File: src/rtl/peak_status_pkg.sv
/*
 * Constants for the peak capture and first event status register group:
 * register offsets, field positions, status bit positions and reset values.
 * Assumes a 16-bit register address compared against the printed offsets.
 */
package peak_status_pkg;

    // ----------------------------------------------------------------
    // register offsets
    // ----------------------------------------------------------------
    localparam logic [15:0] CURRENT_PEAK_CAPTURE_OFS = 16'hE500;
    localparam logic [15:0] VOLTAGE_PEAK_CAPTURE_OFS = 16'hE501;
    localparam logic [15:0] EVENT_STATUS_FIRST_OFS   = 16'hE502;
    localparam logic [15:0] POWER_SIGN_REGISTER_OFS  = 16'hE617;
    localparam logic [15:0] EVENT_CONTROL_OFS        = 16'hE5F0;

    // ----------------------------------------------------------------
    // peak register fields
    // ----------------------------------------------------------------
    localparam int MAG_W      = 24;
    localparam int PHASE_LSB  = 24;
    localparam int PHASE_W    = 3;
    localparam int PAD_W      = 8;
    localparam int TOP_ZERO_W = 5;

    // ----------------------------------------------------------------
    // event status bit positions
    // ----------------------------------------------------------------
    localparam int STATUS_W           = 19;
    localparam int ST_TOTAL_ACTIVE    = 0;
    localparam int ST_FUND_ACTIVE     = 1;
    localparam int ST_TOTAL_REACTIVE  = 2;
    localparam int ST_FUND_REACTIVE   = 3;
    localparam int ST_APPARENT        = 4;
    localparam int ST_LINE_CYCLE      = 5;
    localparam int ST_ACT_SIGN_LSB    = 6;
    localparam int ST_SUM1_SIGN       = 9;
    localparam int ST_REACT_SIGN_LSB  = 10;
    localparam int ST_SUM2_SIGN       = 13;
    localparam int ST_PULSE_LSB       = 14;
    localparam int ST_DSP_DONE        = 17;
    localparam int ST_SUM3_SIGN       = 18;

    // ----------------------------------------------------------------
    // power sign register bit positions
    // ----------------------------------------------------------------
    localparam int SIGN_W            = 9;
    localparam int SG_ACT_LSB        = 0;
    localparam int SG_SUM1           = 3;
    localparam int SG_REACT_LSB      = 4;
    localparam int SG_SUM2           = 7;
    localparam int SG_SUM3           = 8;

    // ----------------------------------------------------------------
    // event control register fields
    // ----------------------------------------------------------------
    localparam int CTRL_W            = 6;
    localparam int CT_ACT_SEL        = 0;
    localparam int CT_REACT_SEL      = 1;
    localparam int CT_LINE_MODE      = 2;
    localparam int CT_PULSE_DIS_LSB  = 3;

    localparam logic [CTRL_W-1:0]   CTRL_RESET   = 6'h00;
    localparam logic [STATUS_W-1:0] STATUS_RESET = 19'h00000;
    localparam logic [31:0]         ZERO_WORD    = 32'h00000000;

endpackage

File: src/rtl/peak_and_event_status_regs.sv
/*
 * Peak capture registers (current and voltage) and the first event status
 * register, with the power sign register and a small event control register.
 * Assumes the measurement datapath delivers energy bit 30 levels, power signs,
 * raw pulse levels and one-cycle done/strobe pulses synchronous to ref_clk.
 */
// Functional notes
// RQ1: current peak magnitude is held in bits 23:0 of the current peak register.
// RQ2: bits 24..26 mark which phase current (A, B, C) made the current peak.
// RQ3: bits 31:27 of both peak registers always read as zero.
// RQ4: voltage peak magnitude is held in bits 23:0 of the voltage peak register.
// RQ5: bits 24..26 mark which phase voltage (A, B, C) made the voltage peak.
// RQ6: status bit 0 sets when bit 30 of any total active accumulator toggles.
// RQ7: status bit 1 sets on fundamental active bit 30 toggle; zero without fundamental.
// RQ8: status bit 2 sets on total reactive bit 30 toggle; zero without reactive.
// RQ9: status bit 3 sets on fundamental reactive bit 30 toggle; zero without fundamental.
// RQ10: status bit 4 sets when bit 30 of any apparent accumulator toggles.
// RQ11: status bit 5 sets at end of line-cycle integration in line-cycle mode.
// RQ12: bits 6..8 flag selected active power sign change; sign in bits 0..2.
// RQ13: bits 10..12 flag selected reactive sign change; sign in bits 4..6.
// RQ14: bits 9, 13, 18 flag summed datapath sign change; sign in 3, 7, 8.
// RQ15: bits 14..16 set on a falling edge of pulse output 1..3.
// RQ16: pulse flags set even while that pulse output is disabled.
// RQ17: status bit 17 sets each time the periodic DSP computations finish.
// RQ18: status bits 31:19 always read as zero.
// RQ19: 24-bit fields go out as 32-bit words, upper 8 bits zero padded.
// RQ20: status flags stay set until software clears them; a new event wins.
`timescale 1ns/1ps

module peak_and_event_status_regs
    import peak_status_pkg::*;
#(
    parameter bit HAS_FUND     = 1'b1,
    parameter bit HAS_REACTIVE = 1'b1
) (
    input  wire logic              ref_clk,
    input  wire logic              nrst,
    input  wire logic [15:0]       reg_addr,
    input  wire logic [31:0]       reg_wdata,
    input  wire logic              reg_wr,
    input  wire logic              reg_rd,
    output logic      [31:0]       reg_rdata,
    input  wire logic              current_peak_strobe,
    input  wire logic [MAG_W-1:0]  current_peak_magnitude,
    input  wire logic [2:0]        current_peak_phase_origin,
    input  wire logic              voltage_peak_strobe,
    input  wire logic [MAG_W-1:0]  voltage_peak_magnitude,
    input  wire logic [2:0]        voltage_peak_phase_origin,
    input  wire logic [2:0]        total_active_bit30,
    input  wire logic [2:0]        fund_active_bit30,
    input  wire logic [2:0]        total_reactive_bit30,
    input  wire logic [2:0]        fund_reactive_bit30,
    input  wire logic [2:0]        apparent_bit30,
    input  wire logic              line_cycle_end,
    input  wire logic [2:0]        total_active_neg,
    input  wire logic [2:0]        fund_active_neg,
    input  wire logic [2:0]        total_reactive_neg,
    input  wire logic [2:0]        fund_reactive_neg,
    input  wire logic [2:0]        sum_power_neg,
    input  wire logic [2:0]        pulse_raw_n,
    input  wire logic              dsp_cycle_end,
    output logic                   pulse_out_one,
    output logic                   pulse_out_two,
    output logic                   pulse_out_three
);

    // ----------------------------------------------------------------
    // state
    // ----------------------------------------------------------------
    typedef struct packed {
        logic [MAG_W-1:0]    ipk_mag;
        logic [PHASE_W-1:0]  ipk_ph;
        logic [MAG_W-1:0]    vpk_mag;
        logic [PHASE_W-1:0]  vpk_ph;
        logic [STATUS_W-1:0] status;
        logic [SIGN_W-1:0]   sign;
        logic [14:0]         e30_prev;
        logic [2:0]          pulse_prev;
        logic [2:0]          pulse_pin;
        logic [CTRL_W-1:0]   ctrl;
        logic                primed;
        logic [31:0]         rdata;
    } state_t;

    state_t s_q;
    state_t s_d;

    logic [14:0]         e30_now;
    logic [14:0]         e30_chg;
    logic [2:0]          act_sel;
    logic [2:0]          react_sel;
    logic [SIGN_W-1:0]   sign_now;
    logic [SIGN_W-1:0]   sign_chg;
    logic [2:0]          pulse_fall;
    logic [STATUS_W-1:0] ev_set;
    logic [STATUS_W-1:0] wr_clr;

    // zero-pad a 24-bit field to a bus word
    function automatic logic [31:0] pad_word(input logic [MAG_W-1:0] v);
        pad_word = {{PAD_W{1'b0}}, v};
    endfunction

    // ----------------------------------------------------------------
    // event detection
    // ----------------------------------------------------------------
    // missing variants tie their bit 30 sources low, so those toggle flags never set
    assign e30_now = {apparent_bit30,
                      HAS_FUND ? fund_reactive_bit30 : 3'h0,
                      HAS_REACTIVE ? total_reactive_bit30 : 3'h0,
                      HAS_FUND ? fund_active_bit30 : 3'h0,
                      total_active_bit30};
    // first cycle after reset only learns levels, no false toggle
    assign e30_chg   = s_q.primed ? (e30_now ^ s_q.e30_prev) : 15'h0000;
    assign act_sel   = s_q.ctrl[CT_ACT_SEL] ? fund_active_neg : total_active_neg;
    assign react_sel = !HAS_REACTIVE ? 3'h0 :
                       (s_q.ctrl[CT_REACT_SEL] ? fund_reactive_neg : total_reactive_neg);
    assign sign_now  = {sum_power_neg[2], sum_power_neg[1], react_sel, sum_power_neg[0], act_sel};
    assign sign_chg  = s_q.primed ? (sign_now ^ s_q.sign) : 9'h000;
    // falling edge of the raw pulse, ahead of the disable gate
    assign pulse_fall = s_q.pulse_prev & ~pulse_raw_n;                          // RQ16

    always_comb begin
        ev_set = STATUS_RESET;
        ev_set[ST_TOTAL_ACTIVE]   = |e30_chg[2:0];                              // RQ6
        ev_set[ST_FUND_ACTIVE]    = |e30_chg[5:3];                              // RQ7
        ev_set[ST_TOTAL_REACTIVE] = |e30_chg[8:6];                              // RQ8
        ev_set[ST_FUND_REACTIVE]  = |e30_chg[11:9];                             // RQ9
        ev_set[ST_APPARENT]       = |e30_chg[14:12];                            // RQ10
        ev_set[ST_LINE_CYCLE]     = line_cycle_end & s_q.ctrl[CT_LINE_MODE];    // RQ11
        ev_set[ST_ACT_SIGN_LSB +: 3]   = sign_chg[SG_ACT_LSB +: 3];             // RQ12
        ev_set[ST_REACT_SIGN_LSB +: 3] = sign_chg[SG_REACT_LSB +: 3];           // RQ13
        ev_set[ST_SUM1_SIGN]      = sign_chg[SG_SUM1];                          // RQ14
        ev_set[ST_SUM2_SIGN]      = sign_chg[SG_SUM2];                          // RQ14
        ev_set[ST_SUM3_SIGN]      = sign_chg[SG_SUM3];                          // RQ14
        ev_set[ST_PULSE_LSB +: 3] = pulse_fall;                                 // RQ15
        ev_set[ST_DSP_DONE]       = dsp_cycle_end;                              // RQ17
    end

    // write-one-to-clear; read-only peaks ignore writes
    assign wr_clr = (reg_wr && reg_addr == EVENT_STATUS_FIRST_OFS) ?
                    reg_wdata[STATUS_W-1:0] : STATUS_RESET;

    // ----------------------------------------------------------------
    // next state
    // ----------------------------------------------------------------
    always_comb begin
        s_d = s_q;
        s_d.primed     = 1'b1;
        s_d.e30_prev   = e30_now;
        s_d.sign       = sign_now;                                              // RQ12 RQ13 RQ14
        s_d.pulse_prev = pulse_raw_n;
        // disabled outputs idle high; the flag still follows the raw pulse
        s_d.pulse_pin  = pulse_raw_n | s_q.ctrl[CT_PULSE_DIS_LSB +: 3];
        // set beats clear in the same cycle
        s_d.status     = (s_q.status & ~wr_clr) | ev_set;                       // RQ20
        if (current_peak_strobe) begin
            s_d.ipk_mag = current_peak_magnitude;                               // RQ1
            s_d.ipk_ph  = current_peak_phase_origin;                            // RQ2
        end
        if (voltage_peak_strobe) begin
            s_d.vpk_mag = voltage_peak_magnitude;                               // RQ4
            s_d.vpk_ph  = voltage_peak_phase_origin;                            // RQ5
        end
        if (reg_wr && reg_addr == EVENT_CONTROL_OFS) begin
            s_d.ctrl = reg_wdata[CTRL_W-1:0];
        end
        s_d.rdata = ZERO_WORD;
        if (reg_rd) begin
            case (reg_addr)
                CURRENT_PEAK_CAPTURE_OFS: begin
                    s_d.rdata = pad_word(s_q.ipk_mag);                          // RQ19
                    s_d.rdata[PHASE_LSB +: PHASE_W] = s_q.ipk_ph;               // RQ3
                end
                VOLTAGE_PEAK_CAPTURE_OFS: begin
                    s_d.rdata = pad_word(s_q.vpk_mag);                          // RQ19
                    s_d.rdata[PHASE_LSB +: PHASE_W] = s_q.vpk_ph;               // RQ3
                end
                EVENT_STATUS_FIRST_OFS: begin
                    s_d.rdata[STATUS_W-1:0] = s_q.status;                       // RQ18
                end
                POWER_SIGN_REGISTER_OFS: begin
                    s_d.rdata[SIGN_W-1:0] = s_q.sign;
                end
                EVENT_CONTROL_OFS: begin
                    s_d.rdata[CTRL_W-1:0] = s_q.ctrl;
                end
                default: begin
                    s_d.rdata = ZERO_WORD;
                end
            endcase
        end
    end

    // ----------------------------------------------------------------
    // registers
    // ----------------------------------------------------------------
    always_ff @(posedge ref_clk) begin
        if (!nrst) begin
            s_q           <= '0;
            s_q.ctrl      <= CTRL_RESET;
            s_q.status    <= STATUS_RESET;
            s_q.pulse_prev <= 3'h7;
            s_q.pulse_pin <= 3'h7;
        end else begin
            s_q <= s_d;
        end
    end

    assign reg_rdata       = s_q.rdata;
    assign pulse_out_one   = s_q.pulse_pin[0];
    assign pulse_out_two   = s_q.pulse_pin[1];
    assign pulse_out_three = s_q.pulse_pin[2];

    logic past_valid_q;
    always_ff @(posedge ref_clk) begin
        if (!nrst) begin
            past_valid_q <= 1'b0;
        end else begin
            past_valid_q <= 1'b1;
        end
    end
endmodule

File: config.mk
export PLATFORM = sky130hd
export DESIGN_NAME = peak_and_event_status_regs
export DESIGN_NICKNAME = d
export VERILOG_FILES = /design/src/rtl/peak_status_pkg.sv /design/src/rtl/peak_and_event_status_regs.sv
export SDC_FILE = /design/constraint.sdc
export NUM_CORES = 1
export LEC_CHECK = 0
export ABC_AREA = 1
export BUFFER_PORTS_ARGS = -buffer_cell sky130_fd_sc_hd__clkbuf_2
export CAP_MARGIN = 20
export CORE_MARGIN = 8
export CORE_UTILIZATION = 52
export DETAILED_ROUTE_END_ITERATION = 7
export GPL_TIMING_DRIVEN = 0
export PLACE_DENSITY = 0.88
export SLEW_MARGIN = 20
export SYNTH_ARGS = -nofsm -noshare
export SYNTH_HDL_FRONTEND = slang
export SYNTH_SLANG_ARGS = --single-unit
File: constraint.sdc
create_clock -name ref_clk -period 1.7 [get_ports ref_clk]
set_clock_uncertainty 0.2 [all_clocks]
set_input_delay 0.085 -clock ref_clk [delete_from_list [all_inputs] [get_ports ref_clk]]
set_output_delay 0.085 -clock ref_clk [all_outputs]
set_load 0.01 [all_outputs]
==> results_dict.tcl, run 1 <==
set metrics [dict create \
    clockBufferDepth 2 \
    crit_path_end_kind "flop" \
    first_iter_violations 633 \
    holdPathEnd "s_q[42]" \
    place_ws_ns 0.0153 \
    dieHeight_um 123 \
    final_area_um2 8830 \
    critPathMostFrequentCell "dlygate4sd3_1" \
    hold_path_class "in -> reg" \
    finalHoldViolations 0 \
    port_buffers 158 \
    worstPathRequired_ns 1.86 \
    drc 0 \
    cp_data_arrival_time_ns 1.74 \
    nets 1264 \
    avgSynthCellArea_um2 7.26 \
    ys_seq_elements 137 \
    path_max_fanout 8 \
    placed_area_um2 6950 \
    fp.dieArea_um2 15100 \
    min_from "nrst" \
    cp-start-kind "primary input" \
    grtUsageTotal_pct 28.6 \
    drtPass1Iterations 5 \
    gp_congestion 0.926 \
    cap_violations 0 \
    ant_nets 0 \
    cts_tree "yes" \
    outcome "finished, final reports clean" \
    worst_pin_slew_ns 0.571 \
    start_util_pct 52.7 \
    yosys_warnings 0 \
    crit_chain "clkbuf_2 > buf_2 > dlygate4sd3_1 > inv_1 > a21oi_1 > dlygate4sd3_1" \
    io_pins 178 \
    mostFrequentLayoutCell "nand2_1" \
    fmax_mhz 636 \
    rows 39 \
    syn_to_final_growth_pct 48.1 \
    viasPerCell 5.11 \
    slew_headroom_pct 62.0 \
    syn_area_um2 5960 \
    ir_worst_vdd_uv 935 \
    grt_pass1_wl_um 33500 \
    ys_seq_area_share_pct 46.0 \
    r2r_end "s_q[81]" \
    hpwl_um 13100 \
    period_share_pct 92.4 \
    rsz0062_at_grt "false" \
    path_clk_slew_ns 0.06 \
    slew_violations 0 \
    setup_slack_ns 0.128 \
    synthCells 821 \
    cts_setup_buffers 0 \
    post_drt_wl_per_cell_um 16.9 \
    slowest_delay_ns 0.60 \
    coreArea_um2 11300 \
    min_path_cells 4 \
    cts_max_level 4 \
    slowest_stage "dlygate4sd3_1" \
    ys_types 32 \
    power_w 0.00863 \
    fin_tns_setup_ns 0 \
    drt-total-wl_um 21600 \
    clock_latency_ns 0.42 \
    cpLargestDelayFamily "buffers and inverters" \
    path_buf_inv 5 \
    cts_buffers 17 \
    rrSetupSlack_ns 0.19 \
    vias 6535 \
    cts_root_buffer "clkbuf_16" \
    drive_gt1_share_pct 22.7 \
    cts_num_sinks 137 \
    most-common-layout-cells "169 x nand2_1, 159 x clkbuf_2, 142 x nor2_1, 136 x dfxtp_1, 119 x dlygate4sd3_1" \
    reg2regPathDepth 4 \
    critPathKind "in -> reg" \
    r2r-start "s_q[34]" \
    grt_pass1_vias 6737 \
    grt_max_degree 17 \
    antenna_found_initial 1 \
    finish.utilization_pct 78.0 \
    die_w_um 123 \
    finalCriticalPeriod_ns 1.57 \
    setup_violations 0 \
    cp_num_cells 6 \
    power_density_nw_per_um2 977 \
    p_leak_nw 4.35 \
    grt_overflow 0 \
]
-- how the worst max path moves through the flow --
stage            startpoint       to  slack (ns)
6_report               nrst  s_q[38]        0.13
5_1_grt        reg_addr[10]  s_q[38]        0.04
4_1_cts             s_q[32]  s_q[80]        0.12
3_5_place_dp    reg_addr[5]  s_q[84]        0.02
3_3_place_gp    reg_addr[7]  s_q[85]        0.07
2_1_floorplan   reg_addr[5]  s_q[86]        0.41
-- state kept, by name, summed over array words and instances (netlist names) --
| name | count |
|---|---|
| pulse_out_one | 1 |
| pulse_out_three | 1 |
| pulse_out_two | 1 |
| reg_rdata | 27 |
| s_q | 107 |
-- layer usage --
metal / share of wire (%) / routed length (um) / vias to the layer above / GRT usage (%)
li1: - / - / 3159 / -
met1: 37 / 7990 / 2956 / 30.5
met2: 51 / 11000 / 354 / 52.1
met3: 8.7 / 1870 / 66 / 7.17
met4: 3.5 / 756 / 0 / 13.5
met5: 0 / 0 / - / 0
-- tightest hold or removal path: stages --
cell,delay (ns)
clkbuf_2,0.09
buf_2,0.17
buf_2,0.21
nand2_1,0.10
-- area by class of cell --
class | count | area [um2]
Sequential cell | 137 | 2740
Clock inverter | 11 | 216
Timing Repair Buffer | 277 | 1980
Clock buffer | 21 | 470
Fill cell | 758 | 2490
Multi-Input combinational cell | 546 | 2530
Buffer | 66 | 414
Inverter | 76 | 293
Tap cell | 143 | 179
Antenna cell | 1 | 2.50
-- Yosys cell counts, drive strengths merged --
library cell	n	area (um2)
nand2	176	688
nor2	151	637
dfxtp	137	2740
inv	75	289
o21ai	71	355
nand3	59	308
buf	43	327
a21oi	38	190
clkbuf	23	86.3
nand4	14	87.6
xnor2	9	78.8
a21boi	6	45.0
and2	6	37.5
xor2	5	43.8
or2	3	18.8
o31ai	2	15.0
clkinv	1	3.75
conb	1	3.75
o22ai	1	6.26
-- cell families after synthesis --
kind of cell | Yosys count | share of synthesized area (%)
flip-flops | 137 | 46.0
buffers and inverters | 142 | 11.8
AO/OA/AOI/OAI | 118 | 10.3
XOR/XNOR | 14 | 2.06
other | 1 | 0.0629
AND/OR/NAND/NOR | 409 | 29.8
-- stage by stage --
stage	instances	hold WS [ns]
after floorplan	825	-0.0873
after CTS	1277	0.0146
after detailed placement	1126	0.00197
after global routing	1278	0.0824
final	1278	0.0646
after global placement	1126	0.00126
-- what timing repair did --
| action | in CTS | in global routing |
|---|---|---|
| setup endpoints to repair | 0 | 2 |
| endpoints found under the hold margin | 117 | 0 |
| resized for setup | 0 | 4 |
| hold buffers | 119 | 0 |
-- power breakdown --
group | internal, W | switching, W | total, W | leakage [nW]
Combinational | 0.000441 | 0.000444 | 0.000885 | 2.88
Sequential | 0.00338 | 0.0000923 | 0.00347 | 1.13
Clock | 0.00287 | 0.00140 | 0.00427 | 0.337
Total | 0.00669 | 0.00194 | 0.00863 | 4.35
No activity file was read; power rests on OpenSTA's default activity.
==> run 2, diff against run 1 <==
- CORE_UTILIZATION: 52 -> 53
- CTS_BUF_LIST: unset -> sky130_fd_sc_hd__clkbuf_2
- PLACE_DENSITY: 0.88 -> 0.9
- clock period: 1.7 -> 1.8 ns (I/O delays scaled with it)
==> run 2 against run 1 <==
  * The flow now stops in clock tree synthesis
  * Synthesized cell count is the same
  * Area after synthesis is the same
==> results_dict.tcl, run 2 <==
set metrics [dict create \
    avgSynthCellArea_um2 7.26 \
    port_buffers 158 \
    start_util_pct 54.8 \
    cts_resized 0 \
    synth.largest_area_cell "dfxtp_1" \
    synth-edff-count 0 \
    cts_root_buffer "clkbuf_2" \
    cts-hold-fix-buffers 232 \
    yosys_warnings 0 \
    post-synth-top-count-cell "nand2_1" \
    rows 38 \
    ys_types 32 \
    cts_setup_buffers 0 \
    clockBufferDepth 2 \
    outcome "did not finish" \
    synth_common_cells "169 x nand2_1, 142 x nor2_1, 137 x dfxtp_1" \
    gp_congestion 0.883 \
    synthCells 821 \
    ys_seq_elements 137 \
    cts_buffers 17 \
    syn_area_um2 5960 \
    die_w_um 122 \
    lastStage "clock tree synthesis" \
    error "[ERROR RSZ-0060] Max buffer count reached." \
    cts_max_level 4 \
    ys_seq_area_share_pct 46.0 \
    dieHeight_um 122 \
    synth_ff_type "dfxtp_1" \
    cts_num_sinks 137 \
    synth_top_area_share_pct 46.0 \
    io_pins 178 \
    hpwl_um 13400 \
    yosys-top-cells-area "dfxtp_1 46%, nand2_1 11%, nor2_1 8.9%" \
    synthArstFlopShare_pct 0 \
]
## run 2: cell counts after synthesis
No cell type changed its count.
## run 2: cell families after synthesis
logic type	Yosys count	synth area share, %
xor gates and xnor gates	14	2.06
AOI/OAI and AO/OA	118	10.3
other	1	0.0629
buffers and inverters	142	11.8
and+or+nand+nor	409	29.8
DFF	137	46.0
## run 2: through the flow
step / hold WS [ns] / setup WS [ns] / cells / cell area, um2
after floorplan: -0.0823 / 0.502 / 825 / 5980
after global placement: 0.00587 / 0.191 / 1123 / 6940
after detailed placement: 0.00533 / 0.191 / 1123 / 6940
==> run 3, diff against run 2 <==
- CORE_UTILIZATION: 53 -> 40
- CTS_BUF_LIST: sky130_fd_sc_hd__clkbuf_2 -> unset
- PLACE_DENSITY: 0.9 -> unset
- PLACE_DENSITY_LB_ADDON: unset -> 0.15
==> run 3 against run 2 <==
  * The flow now finishes without violations
==> results_dict.tcl, run 3 (synthesis gave the netlist of run 1 again) <==
set metrics [dict create \
    cpLargestDelayFamily "buffers and inverters" \
    finalCriticalPeriod_ns 1.68 \
    slew_headroom_pct 61.4 \
    crit_chain "clkbuf_2 > nor2_4 > nand2_4 > inv_4 > nand2_2 > nor2_4 > buf_6 > nand3_1 > a21oi_1 > dlygate4sd3_1 > nor2_1" \
    r2r_end "s_q[80]" \
    cp-start-kind "primary input" \
    ant_nets 0 \
    die_w_um 138 \
    worst_pin_slew_ns 0.579 \
    place_ws_ns 0.0849 \
    grt_max_degree 17 \
    power_density_nw_per_um2 857 \
    critPathMostFrequentCell "nor2_4" \
    p_leak_nw 4.28 \
    drive_gt1_share_pct 23.0 \
    cts_max_level 4 \
    clockBufferDepth 2 \
    antenna_found_initial 1 \
    drt-total-wl_um 19300 \
    cts_num_sinks 137 \
    hold_path_class "in -> reg" \
    fillers 1345 \
    setup_slack_ns 0.125 \
    fmax_mhz 597 \
    cts_buffers 17 \
    grt_pass1_vias 6146 \
    critPathKind "in -> reg" \
    outcome "finished, final reports clean" \
    syn_to_final_growth_pct 46.3 \
    grtUsageTotal_pct 20.1 \
    mostFrequentLayoutCell "nand2_1" \
    path_max_fanout 10 \
    nets 1258 \
    vias 6030 \
    worstPathRequired_ns 1.89 \
    ir_worst_vdd_uv 785 \
    grt_pass1_wl_um 31200 \
    port_buffers 158 \
    cts_tree "yes" \
    rrSetupSlack_ns 0.16 \
    slowest_delay_ns 0.57 \
    cap_violations 0 \
    clock_latency_ns 0.42 \
    slew_violations 0 \
    finalHoldViolations 0 \
    grt_overflow 0 \
    cts_root_buffer "clkbuf_16" \
    placed_area_um2 7000 \
    crit_path_end_kind "flop" \
    cp_data_arrival_time_ns 1.76 \
    start_util_pct 41.0 \
    min_path_cells 5 \
    layout.area.seq_um2 2740 \
    whs_ns 0.0658 \
    viasPerCell 4.59 \
    r2r-start "s_q[32]" \
    hpwl_um 13700 \
    coreArea_um2 14500 \
    first_iter_violations 339 \
    slowest_stage "dlygate4sd3_1" \
    rsz0062_at_grt "false" \
    path_buf_inv 4 \
    final_area_um2 8720 \
    fin_tns_setup_ns 0 \
    dieHeight_um 138 \
    largest_register_ffs 107 \
    holdPathEnd "s_q[75]" \
    drtPass1Iterations 5 \
    min_from "total_active_neg[0]" \
    setup_violations 0 \
    io_pins 178 \
    most-common-layout-cells "169 x nand2_1, 161 x clkbuf_2, 142 x nor2_1, 136 x dfxtp_1, 112 x dlygate4sd3_1" \
    period_share_pct 93.1 \
    path_clk_slew_ns 0.06 \
    post_drt_wl_per_cell_um 14.7 \
    rows 44 \
    multiInputGateArea_um2 2530 \
    top_register "s_q" \
    drc 0 \
    fp.dieArea_um2 19100 \
    gp_congestion 0.841 \
    power_w 0.00747 \
    reg2regPathDepth 4 \
]
-- run 3: final cells by class --
type                    count  area share [%]
repair buffers            271            22.0
clock inverters             7           0.717
plain buffers              66            4.78
diodes                      1          0.0287
inverters                  76            3.36
multi-input cells         546            29.0
clock buffers              25            6.02
well taps                 184            2.64
flip-flops and latches    137            31.5
-- run 3: per-stage QoR --
stage	cells	utilization (%)
finish	1313	60.0
global route	1313	60.0
CTS	1311	59.9
detailed placement	1167	48.2
global placement	1167	48.2
floorplan	825	-
-- run 3: worst reg2reg max path, stage by stage (launching register included) --
cell	delay (ns)
dfxtp_1	0.37
clkbuf_1	0.44
a21boi_0	0.22
o21ai_0	0.16
a21oi_1	0.17
-- run 3: repair_timing --
item	in CTS	in global routing
setup buffers	0	1
endpoints found under the hold margin	117	0
resized for setup	0	7
hold buffers	112	0
setup endpoints to repair	0	13
-- run 3: how the worst max path moves through the flow --
| stage | from | to | slack [ns] | cells after the start |
|---|---|---|---|---|
| detailed placement | reg_addr[7] | s_q[84] | 0.08 | 9 |
| finish | reg_addr[7] | s_q[86] | 0.12 | 11 |
| CTS | nrst | s_q[101] | 0.005 | 7 |
| global route | reg_addr[7] | s_q[86] | 0.01 | 11 |
| global placement | reg_addr[7] | s_q[84] | 0.09 | 9 |
| floorplan | reg_addr[5] | s_q[86] | 0.50 | 9 |
-- run 3: report_power, final --
group / internal, W / switching [W]
Clock: 0.00214 / 0.00127
Combinational: 0.000405 / 0.000382
Sequential: 0.00319 / 0.0000806
Total: 0.00574 / 0.00173
-- run 3: layer usage --
layer | wire length, um | GRT usage, % | part of all wire, % | vias up
met5 | 0 | 0 | 0 | -
met4 | 348 | 6.52 | 1.8 | 0
met3 | 1250 | 6.37 | 6.5 | 29
met2 | 9150 | 33.5 | 47 | 182
met1 | 8520 | 24.1 | 44 | 2673
li1 | - | - | - | 3146
==> run 4, diff against run 3 <==
- ABC_AREA: 1 -> unset
==> run 4 against run 3 <==
  * Register-to-register slack worse by 0.11 ns
  * First-iteration DRC count down 22%
  * Synthesized cell count down 29%
  * Setup slack worse by 0.071 ns
  * Maximum frequency down 4.1%
  * Clock power up 13%
  * Routed wire length down 6.0%
  * Critical path type is now reg -> reg
  * Critical endpoint is now s_q[66]
==> results_dict.tcl, run 4 <==
set metrics [dict create \
    fp.dieArea_um2 18600 \
    synth.largest_area_cell "dfxtp_1" \
    synth_ff_type "dfxtp_1" \
    syn_to_final_growth_pct 49.3 \
    hold_path_class "in -> reg" \
    synthArstFlopShare_pct 0 \
    worstPathRequired_ns 1.88 \
    grt_overflow 0 \
    synthCells 583 \
    period_share_pct 97.0 \
    crit_path_end_kind "flop" \
    first_iter_violations 266 \
    post-synth-top-count-cell "dfxtp_1" \
    post_drt_wl_per_cell_um 16.9 \
    coreArea_um2 14300 \
    crit_chain "mux2i_2 > dlygate4sd3_1 > nor2_1" \
    grt_pass1_vias 5462 \
    path_buf_inv 1 \
    port_buffers 156 \
    cap_violations 0 \
    slowest_stage "dlygate4sd3_1" \
    path_clk_slew_ns 0.06 \
    drive_gt1_share_pct 29.3 \
    clockBufferDepth 2 \
    dieHeight_um 136 \
    ys_types 42 \
    cts_setup_buffers 0 \
    synth-edff-count 0 \
    worst_pin_slew_ns 0.692 \
    slew_violations 0 \
    grtUsageTotal_pct 19.7 \
    fillers 1247 \
    hpwl_um 13100 \
    power_density_nw_per_um2 930 \
    grt_max_degree 17 \
    ant_nets 0 \
    largest_register_ffs 107 \
    n_antenna_cell 0 \
    critPathKind "reg -> reg" \
    drc 0 \
    top_register "s_q" \
    fmax_mhz 573 \
    cts_buffers 17 \
    slowest_delay_ns 0.62 \
    clock_latency_ns 0.42 \
    ys_seq_area_share_pct 47.4 \
    grt_pass1_wl_um 28000 \
    viasPerCell 4.86 \
    finalCriticalPeriod_ns 1.75 \
    finalHoldViolations 0 \
    fin_tns_setup_ns 0 \
    start_util_pct 40.4 \
    cp-start-kind "flop" \
    finish.utilization_pct 60.3 \
    yosys-top-cells-area "dfxtp_1 47%, mux2i_1 15%, nor2_1 6.4%" \
    vias 5201 \
    setup_violations 0 \
    synth_top_area_share_pct 47.4 \
    antenna_found_initial 0 \
    cts_num_sinks 137 \
    synth_common_cells "137 x dfxtp_1, 98 x nor2_1, 88 x mux2i_1" \
    avgSynthCellArea_um2 9.92 \
    io_pins 178 \
    p_leak_nw 3.83 \
    cp_data_arrival_time_ns 1.83 \
    place_ws_ns -0.396 \
    drtPass1Iterations 7 \
    path_max_fanout 5 \
    nets 1018 \
    most-common-layout-cells "157 x clkbuf_2, 135 x dfxtp_1, 115 x dlygate4sd3_1, 98 x nor2_1, 83 x mux2i_1" \
    ys_seq_elements 137 \
    ir_worst_vdd_uv 562 \
    setup_slack_ns 0.0542 \
    die_w_um 136 \
    outcome "finished, final reports clean" \
    syn_area_um2 5790 \
    cts_max_level 4 \
    rows 44 \
    cts_root_buffer "clkbuf_16" \
    yosys_warnings 0 \
    rsz0062_at_grt "false" \
    cpLargestDelayFamily "buffers and inverters" \
    cts_tree "yes" \
    slew_headroom_pct 53.9 \
    gp_congestion 0.847 \
    drt-total-wl_um 18100 \
    mostFrequentLayoutCell "clkbuf_2" \
]
[run 4: changes by cell type after synthesis, moves of 13 or more]
cell,change
inv_1,-67
nor2_1,-44
nand2_1,-154
mux2i_1,+88
and2_1,+13
o21ai_0,-61
nand3_1,-38
[run 4: layout make-up]
class / count / area (um2) / share of cell area, %
well taps: 184 / 230 / 2.67
repair buffers: 271 / 1930 / 22.4
flip-flops and latches: 137 / 2750 / 31.8
multi-input cells: 377 / 2650 / 30.7
inverters: 6 / 22.5 / 0.261
plain buffers: 65 / 394 / 4.56
clock inverters: 11 / 191 / 2.22
clock buffers: 20 / 467 / 5.40
[run 4: cell families after synthesis]
group	share of synthesized area (%)
other	0.0648
xor gates and xnor gates	3.63
and+or+nand+nor	16.0
buffers and inverters	7.31
AOI/OAI and AO/OA	10.4
DFF	47.4
muxes	15.2
[run 4: final timing paths]
kind	start	end	slack (ns)	cells after the start
max reg2reg	s_q[34]	s_q[66]	0.05	3
max	s_q[34]	s_q[66]	0.05	3
min reg2reg	s_q[44]	s_q[85]	0.24	1
min	current_peak_strobe	s_q[120]	0.03	3
[run 4: repair_timing]
item                                   4_1_cts  5_1_grt
hold buffers                               115        0
gates resized for setup                      5        3
endpoints found under the hold margin      113        0
setup endpoints to repair                    7        3
[run 4: metal layers]
metal  up-vias  track usage [%]  wire length (um)  part of all wire (%)
li1       2586                -                 -                     -
met1      2387             23.0              7700                    42
met2       197             33.3              8760                    48
met3        31             5.62              1240                   6.8
met4         0             8.42               424                   2.3
met5         -                0                 0                     0
[run 4: stage by stage]
stage	total power, W	area [um2]	instances	hold WS (ns)
floorplan	0.00373	5800	587	-0.0823
CTS	0.00808	8630	1071	0.0209
global placement	0.00402	6810	927	0.0522
detailed placement	0.00404	6810	927	0.0624
global route	0.00834	8640	1071	0.0340
finish	0.00803	8640	1071	0.0265
[run 4: worst min-delay path: cells and delay by family]
kind,cells,cell delay (ns)
buffers and inverters,1,0.25
multiplexers,1,0.19
AND/OR/NAND/NOR,1,0.07
[run 4: power by group]
group          total (W)  internal [W]  switching, W  leakage, nW
Combinational   0.000919      0.000499      0.000420         2.39
Sequential       0.00326       0.00318     0.0000802         1.13
Clock            0.00385       0.00256       0.00129        0.315
